### src/ssr_cfg.svh
`ifndef SSR_CFG_SVH
`define SSR_CFG_SVH
// Line length of one register line
`define SSR_LINE_BITS 100
// Shift clock source is the system clock
`define SSR_SYS_CLK_HZ 10000000
// Minimum circulation rate in Hz
`define SSR_MIN_RATE_HZ 1000
// Maximum data rate in Hz
`define SSR_MAX_RATE_HZ 1000000
// Longest idle gap between shifts, cycles (rounded down)
`define SSR_MAX_GAP_CYC (`SSR_SYS_CLK_HZ / `SSR_MIN_RATE_HZ)
// Least spacing between shifts, cycles (rounded up)
`define SSR_MIN_GAP_CYC \
	((`SSR_SYS_CLK_HZ + `SSR_MAX_RATE_HZ - 1) / `SSR_MAX_RATE_HZ)
// Cycles taken by phase two, the dead cycle and phase one
`define SSR_PHASE_CYC 3
`endif

### src/ssr_pkg.sv
package ssr_pkg;
	typedef enum logic [3:0] {
		SSR_IDLE = 4'h1,
		SSR_PH2 = 4'h2,
		SSR_GAP = 4'h4,
		SSR_PH1 = 4'h8
	} ssr_state_t;
endpackage : ssr_pkg

### src/ssr_if.sv
`timescale 1ns/1ps
interface ssr_if;
	logic phase1;
	logic phase2;
	logic data_in;
	logic recirc;
	logic data_out;
	modport dev (
		input phase1,
		input phase2,
		input data_in,
		input recirc,
		output data_out
	);
	modport ctl (
		output phase1,
		output phase2,
		output data_in,
		output recirc,
		input data_out
	);
endinterface : ssr_if

### src/ssr_ctl.sv
`timescale 1ns/1ps
`include "ssr_cfg.svh"
// Functional notes
// - Stage captures in phase two, passes in one
// - Output updated in phase one, valid in two
// - Input bit held through whole phase two
// - Keep shifting at or above minimum rate
// - Inverting input and output keep polarity
// - Written bit returns after line-length shifts
// - Access strictly serial, every position clocked
// - Position counter compared to address for access
// - Recirculate continuously in step with scan
// - Never shift faster than maximum data rate
module ssr_ctl
	import ssr_pkg::*;
#(
	parameter int LINE_BITS = `SSR_LINE_BITS,
	parameter int MAX_GAP = `SSR_MAX_GAP_CYC,
	parameter int MIN_GAP = `SSR_MIN_GAP_CYC
) (
	// Clock and reset
	input wire logic i_clk_sys,
	input wire logic i_sys_rst,
	// User request
	input wire logic i_req,
	input wire logic i_wr,
	input wire logic [$clog2(LINE_BITS)-1:0] i_addr,
	input wire logic i_wdata,
	output logic o_busy,
	output logic o_done,
	output logic o_rdata,
	output logic [$clog2(LINE_BITS)-1:0] o_pos,
	// Link
	ssr_if.ctl link
);
	localparam int AW = $clog2(LINE_BITS);
	localparam int CW = $clog2(MAX_GAP + 1);
	// Idle count at which the phase pulses start
	localparam int IDLE_END = MIN_GAP - `SSR_PHASE_CYC;

	// Sequencer
	ssr_state_t state_ff;
	ssr_state_t nxt_state;
	logic [CW-1:0] gap_ff;
	logic [CW-1:0] nxt_gap;
	logic shift_start;
	logic shift_done;
	// Position counter
	logic [AW-1:0] pos_ff;
	logic [AW-1:0] nxt_pos;
	logic pos_last;
	// Pending request
	logic take;
	logic pend_ff;
	logic nxt_pend;
	logic wr_ff;
	logic [AW-1:0] addr_ff;
	logic wdata_ff;
	logic hit;
	logic hit_ff;
	// Link drive
	logic data_in_ff;
	logic recirc_ff;
	logic nxt_recirc;
	// Results
	logic done_ff;
	logic nxt_done;
	logic rdata_ff;
	logic nxt_rdata;

	// Idle leg sets the rate: below the max, far above the min
	assign shift_start = (gap_ff >= CW'(IDLE_END));
	assign shift_done = (state_ff == SSR_PH1);

	always_comb begin
		nxt_state = state_ff;
		nxt_gap = gap_ff;
		case (state_ff)
			SSR_IDLE: begin
				// Free-running keeps the dynamic line alive
				nxt_gap = gap_ff + CW'(1);
				if (shift_start) begin
					nxt_state = SSR_PH2;
					nxt_gap = '0;
				end
			end
			SSR_PH2: begin
				nxt_state = SSR_GAP;
			end
			SSR_GAP: begin
				// Dead cycle keeps the two phases apart
				nxt_state = SSR_PH1;
			end
			SSR_PH1: begin
				nxt_state = SSR_IDLE;
			end
			default: begin
				nxt_state = SSR_IDLE;
				nxt_gap = '0;
			end
		endcase
	end

	always_ff @(posedge i_clk_sys) begin
		if (i_sys_rst) begin
			state_ff <= SSR_IDLE;
		end else begin
			state_ff <= nxt_state;
		end
	end

	always_ff @(posedge i_clk_sys) begin
		if (i_sys_rst) begin
			gap_ff <= '0;
		end else begin
			gap_ff <= nxt_gap;
		end
	end

	// Phase pulses straight from the one-hot state bits
	assign link.phase2 = (state_ff == SSR_PH2);
	assign link.phase1 = shift_done;

	// Position counter compared against target
	assign pos_last = (pos_ff == AW'(LINE_BITS - 1));
	assign nxt_pos = pos_last ? '0 : pos_ff + AW'(1);
	assign hit = pend_ff && (pos_ff == addr_ff);

	always_ff @(posedge i_clk_sys) begin
		if (i_sys_rst) begin
			pos_ff <= '0;
		end else if (shift_done) begin
			pos_ff <= nxt_pos;
		end
	end

	// One request at a time; a new one is ignored while busy
	assign take = i_req && !pend_ff;

	always_comb begin
		nxt_pend = pend_ff;
		if (take) begin
			nxt_pend = 1'b1;
		end
		if (shift_done && hit_ff) begin
			nxt_pend = 1'b0;
		end
	end

	always_ff @(posedge i_clk_sys) begin
		if (i_sys_rst) begin
			pend_ff <= 1'b0;
		end else begin
			pend_ff <= nxt_pend;
		end
	end

	always_ff @(posedge i_clk_sys) begin
		if (i_sys_rst) begin
			wr_ff <= 1'b0;
			addr_ff <= '0;
			wdata_ff <= 1'b0;
		end else if (take) begin
			wr_ff <= i_wr;
			addr_ff <= i_addr;
			wdata_ff <= i_wdata;
		end
	end

	// Hit frozen with the link bits so one shift sees one decision
	always_ff @(posedge i_clk_sys) begin
		if (i_sys_rst) begin
			hit_ff <= 1'b0;
		end else if (state_ff == SSR_IDLE) begin
			hit_ff <= hit;
		end
	end

	// Link bits move in idle only, so they stand through phase two
	assign nxt_recirc = !(hit && wr_ff);

	always_ff @(posedge i_clk_sys) begin
		if (i_sys_rst) begin
			recirc_ff <= 1'b1;
		end else if (state_ff == SSR_IDLE) begin
			recirc_ff <= nxt_recirc;
		end
	end

	always_ff @(posedge i_clk_sys) begin
		if (i_sys_rst) begin
			data_in_ff <= 1'b0;
		end else if (state_ff == SSR_IDLE) begin
			data_in_ff <= wdata_ff;
		end
	end

	assign link.recirc = recirc_ff;
	assign link.data_in = data_in_ff;

	// Read takes the line output while it is valid in phase two
	assign nxt_rdata = wr_ff ? wdata_ff : link.data_out;

	always_ff @(posedge i_clk_sys) begin
		if (i_sys_rst) begin
			rdata_ff <= 1'b0;
		end else if (state_ff == SSR_PH2 && hit_ff) begin
			rdata_ff <= nxt_rdata;
		end
	end

	assign nxt_done = shift_done && hit_ff;

	always_ff @(posedge i_clk_sys) begin
		if (i_sys_rst) begin
			done_ff <= 1'b0;
		end else begin
			done_ff <= nxt_done;
		end
	end

	assign o_busy = pend_ff;
	assign o_done = done_ff;
	assign o_rdata = rdata_ff;
	assign o_pos = pos_ff;
endmodule : ssr_ctl

### src/flat_wrapper.sv
// flat-port wrapper written by rule: the top's interface ports become plain ports
module ssr_ctl_flat import ssr_pkg::*;
#(
	parameter int LINE_BITS = `SSR_LINE_BITS,
	parameter int MAX_GAP = `SSR_MAX_GAP_CYC,
	parameter int MIN_GAP = `SSR_MIN_GAP_CYC
)
  (i_clk_sys, i_sys_rst, i_req, i_wr, i_addr, i_wdata, o_busy, o_done, o_rdata, o_pos, link_phase1, link_phase2, link_data_in, link_recirc, link_data_out);
  ssr_if link_i ();
  input wire logic i_clk_sys;
  input wire logic i_sys_rst;
  input wire logic i_req;
  input wire logic i_wr;
  input wire logic [$clog2(LINE_BITS)-1:0] i_addr;
  input wire logic i_wdata;
  output logic o_busy;
  output logic o_done;
  output logic o_rdata;
  output logic [$clog2(LINE_BITS)-1:0] o_pos;
  output wire logic [$bits(link_i.phase1)-1:0] link_phase1;
  output wire logic [$bits(link_i.phase2)-1:0] link_phase2;
  output wire logic [$bits(link_i.data_in)-1:0] link_data_in;
  output wire logic [$bits(link_i.recirc)-1:0] link_recirc;
  input wire logic [$bits(link_i.data_out)-1:0] link_data_out;
  assign link_phase1 = link_i.phase1;
  assign link_phase2 = link_i.phase2;
  assign link_data_in = link_i.data_in;
  assign link_recirc = link_i.recirc;
  assign link_i.data_out = link_data_out;
  ssr_ctl #(.LINE_BITS(LINE_BITS), .MAX_GAP(MAX_GAP), .MIN_GAP(MIN_GAP)) u_core (.i_clk_sys(i_clk_sys), .i_sys_rst(i_sys_rst), .i_req(i_req), .i_wr(i_wr), .i_addr(i_addr), .i_wdata(i_wdata), .o_busy(o_busy), .o_done(o_done), .o_rdata(o_rdata), .o_pos(o_pos), .link(link_i));
endmodule
### config.mk
export PLATFORM = sky130hd
export DESIGN_NAME = ssr_ctl_flat
export DESIGN_NICKNAME = d
export VERILOG_FILES = /design/src/ssr_pkg.sv /design/src/ssr_if.sv /design/src/ssr_ctl.sv /design/src/flat_wrapper.sv
export VERILOG_INCLUDE_DIRS = /design/src /design/src/src
export SDC_FILE = /design/constraint.sdc
export NUM_CORES = 1
export LEC_CHECK = 0
export ABC_CLOCK_PERIOD_IN_PS = 1860
export BUFFER_PORTS_ARGS = -buffer_cell sky130_fd_sc_hd__buf_4
export CORE_ASPECT_RATIO = 1.75
export CORE_MARGIN = 2
export CORE_UTILIZATION = 35
export CTS_BUF_LIST = sky130_fd_sc_hd__clkbuf_8
export CTS_CLUSTER_DIAMETER = 40
export CTS_CLUSTER_SIZE = 25
export DETAILED_ROUTE_END_ITERATION = 6
export GPL_ROUTABILITY_DRIVEN = 1
export SLEW_MARGIN = 15
export SYNTH_ARGS = -nofsm -noshare
export SYNTH_HDL_FRONTEND = slang
export SYNTH_SLANG_ARGS = --single-unit
### constraint.sdc
create_clock -name i_clk_sys -period 1.86 [get_ports i_clk_sys]
set_input_delay 0.093 -clock i_clk_sys [delete_from_list [all_inputs] [get_ports i_clk_sys]]
set_output_delay 0.093 -clock i_clk_sys [all_outputs]
set_load 0.1 [all_outputs]
==> metrics.csv <==
stage,metric,value,unit
logic_synthesis,synthXorXnorAreaFrac,0.0780,
final_layout,layout_common_cells,"36 x dfxtp_1, 32 x buf_4, 24 x nand2_1",
drt,via_per_inst,5.26,
logic_synthesis,synth.distinct_cells,42,
clock_tree,clk_pin_slew,0.07,ns
clock_tree,ctsHoldBuffers,0,
worst_hold_path,hp-class,input port to flip-flop,
logic_synthesis,synth_top_family_by_area,simple AND/OR/NAND/NOR gates,
final_layout,drive_gt1_frac,0.283,
critical_path,critPathRequiredTime,2.08,ns
floorplan,top_level_ports,27,
final_layout,fin_util,0.445,
clock_tree,numCtsBuffers,5,
global_routing,grt_overflow,0,
sta,fmax,549,MHz
sta,setup_slack,0.0392,ns
final_layout,area_growth,23.4,%
logic_synthesis,synth-seq-area-share,0.446,
critical_path,cpPeakStageDelay,0.53,ns
drt,wl_per_cell,13.7,um
global_routing,antenna_found_initial,0,
pwr,power.leakage,0.903,nW
logic_synthesis,synth_compound_area_frac,0.138,
clock_tree,cts_root_buf,clkbuf_8,
final_layout,diodes,0,
sta,hold_violations,0,
critical_path,path_buf_inv,0,
logic_synthesis,yosys_warnings,0,
sta,maxSlewViolCount,0,
clock_tree,cts_buffer_depth,2,
run_status,outcome,"finished, final reports clean",
critical_path,cp_data_arrival_time,2.04,ns
sta,period_needed,1.82,ns
clock_tree,insertion_delay,0.30,ns
floorplan,die-area,5740,um2
drt,drc,0,
pwr,finalPower,1.80,mW
clock_tree,cts_tree,done,
critical_path,endpoint_kind,flip-flop,
run,cap_violations,0,
critical_path,path_cells,or4b_4 -> or4_4 -> o21a_4 -> nor3_2,
clock_tree,cts.sinks,40,
sta,relSlewSlack,0.594,
logic_synthesis,syn_area,1800,um2
critical_path,path_delay_family,simple AND/OR/NAND/NOR gates,
floorplan,dieWidth,58.1,um
critical_path,crit_fanout,7,
sta,period_share,0.979,
logic_synthesis,ys_seq_elements,40,
placement,place.gp.congestion,0.740,
drt,drtAntennaViolNets,0,
global_routing,grt_pass1_vias,1462,
global_routing,grt.total_usage,0.149,
sta,setup_violations,0,
floorplan,core-area,4980,um2
drt,dr.pass1.iters,3,
final_layout,fill_cells,512,
floorplan,start_util,0.361,
placement,place.detailed.hpwl,2890,um
logic_synthesis,synth_mux_area_frac,0.0223,
drt,drt-total-wl,3900,um
critical_path,crit_type,flip-flop to flip-flop,
critical_path,cp-start-kind,flip-flop,
logic_synthesis,syn_nets,214,
global_routing,grt_pass1_wl,6560,um
global_routing,grt_max_degree,35,
logic_synthesis,synth_top_area_cell,dfxtp_1,
final_layout,final_net_count,244,
drt,drtIter0Drc,19,
final_layout,final_common_cell,dfxtp_1,
pwr,powerDensity,814,nW/um2
drt,vias,1495,
clock_tree,cts_max_level,2,
logic_synthesis,syn_inst,199,
logic_synthesis,syn_avg_cell_area,9.02,um2
logic_synthesis,yosys.area_share.simple,0.255,
pwr,ir_worst_vdd,0.467,mV
sta,clock_skew,0.0140,ns
final_layout,design_area,2220,um2
placement,portBuffers,26,
floorplan,fp-row-count,34,
floorplan,die_height,98.8,um
placement,place_ws,0.00271,ns
clock_tree,post_cts_buffers,0,
logic_synthesis,synthAdderAreaFrac,0.0139,
sta,worst_pin_slew,0.594,ns
critical_path,critPathSlowestCell,or4b_4,
placement,placed_area,2080,um2
critical_path,r2r_slack,0.04,ns
logic_synthesis,synth_top_area_frac,0.446,
logic_synthesis,synth_area_leaders,"dfxtp_1 45%, nor3_2 5.6%, nand2_1 5.0%, xor2_1 4.9%, a21oi_1 4.5%",
-- power by group --
part / leakage [nW] / total, mW / switching (mW) / internal [mW]
clock: 0.0507 / 0.559 / 0.302 / 0.257
combinational: 0.525 / 0.307 / 0.184 / 0.123
sequential: 0.327 / 0.937 / 0.0377 / 0.900
total: 0.903 / 1.80 / 0.524 / 1.28
-- sequential cells by signal, summed over array words and instances, names as in the netlist --
register / flops
u_core.link.data_in: 1
u_core.addr_ff: 7
u_core.link.recirc: 1
u_core.wr_ff: 1
u_core.o_rdata: 1
u_core.o_done: 1
u_core.wdata_ff: 1
u_core.o_busy: 1
u_core.hit_ff: 1
u_core.o_pos: 7
u_core.state_ff: 4
u_core.gap_ff: 14
-- per-layer routing --
layer,wire length (um),vias up,global-route usage
li1,-,766,-
met1,1440,700,0.147
met2,2280,23,0.283
met3,97,6,0.0315
met4,80,0,0.0698
met5,0,-,0
-- synthesized netlist by cell type --
| cell | count |
|---|---|
| and4_1 | 1 |
| mux2i_1 | 4 |
| nor3_2 | 10 |
| and3_1 | 1 |
| buf_2 | 1 |
| nand4_1 | 4 |
| nand3_1 | 4 |
| dfxtp_1 | 40 |
| nor3_1 | 6 |
| a41o_1 | 1 |
| or4b_1 | 1 |
| o21bai_1 | 1 |
| o211ai_1 | 1 |
| o21ai_0 | 4 |
| buf_1 | 1 |
| nor4b_1 | 3 |
| nand2b_1 | 2 |
| ha_1 | 2 |
| clkbuf_1 | 7 |
| or2b_1 | 1 |
| nor2b_1 | 1 |
| nor2_1 | 14 |
| xnor2_1 | 6 |
| inv_1 | 7 |
| buf_6 | 2 |
| or4_4 | 1 |
| a21oi_1 | 16 |
| nor4_1 | 4 |
| or3_1 | 2 |
| xor2_1 | 10 |
| a211o_1 | 1 |
| nor3b_1 | 1 |
| nand2_1 | 24 |
| o21a_4 | 1 |
| a31oi_1 | 4 |
| a211oi_1 | 4 |
| and2_1 | 1 |
| a21o_1 | 1 |
| a311oi_1 | 1 |
| a41oi_1 | 1 |
| o211a_1 | 1 |
| a2111oi_0 | 1 |
-- final timing paths --
kind	start	endpoint	cells past startpoint
max	u_core.state_ff[1]	u_core.gap_ff[1]	4
min	i_addr[6]	u_core.addr_ff[6]	3
max reg2reg	u_core.state_ff[1]	u_core.gap_ff[1]	4
min reg2reg	u_core.addr_ff[4]	u_core.addr_ff[4]	2
-- worst register-to-register path, cell delays in order, from the launching register on --
cell and delay, ns:
dfxtp_2 0.32, or4b_4 0.53, or4_4 0.47, o21a_4 0.27
nor3_2 0.16
-- cell type report --
class / count / area, um2 / area share
Timing Repair Buffer: 33 / 251 / 0.113
Clock buffer: 5 / 68.8 / 0.0311
Tap cell: 54 / 67.6 / 0.0305
Clock inverter: 3 / 16.3 / 0.00734
Multi-Input combinational cell: 142 / 980 / 0.442
Sequential cell: 40 / 806 / 0.364
Inverter: 7 / 26.3 / 0.0119
-- per-stage QoR --
step	setup TNS [ns]	hold slack, ns	cells
after detailed placement	0	0.349	275
after floorplan	-1.63	0.229	199
final	0	0.0372	284
after global routing	-0.0203	0.0452	284
after CTS	-0.000608	0.0347	284
after global placement	0	0.339	275
-- what timing repair did --
action | 4_1_cts | 5_1_grt
cloned | 1 | 0
resized for setup | 1 | 9
endpoints found under the setup margin | 2 | 17
pin swaps | 1 | 5
-- cell families (layout without fill, tap and decap cells) --
family / after synthesis / after routing
AND/OR/NAND/NOR: 81 / 81
flip-flops: 40 / 40
AO/OA/AOI/OAI: 38 / 39
buffers and inverters: 18 / 48
XOR/XNOR: 16 / 16
multiplexers: 4 / 4
adder cells (fa/ha/maj): 2 / 2
No activity file was read; power rests on OpenSTA's default activity.
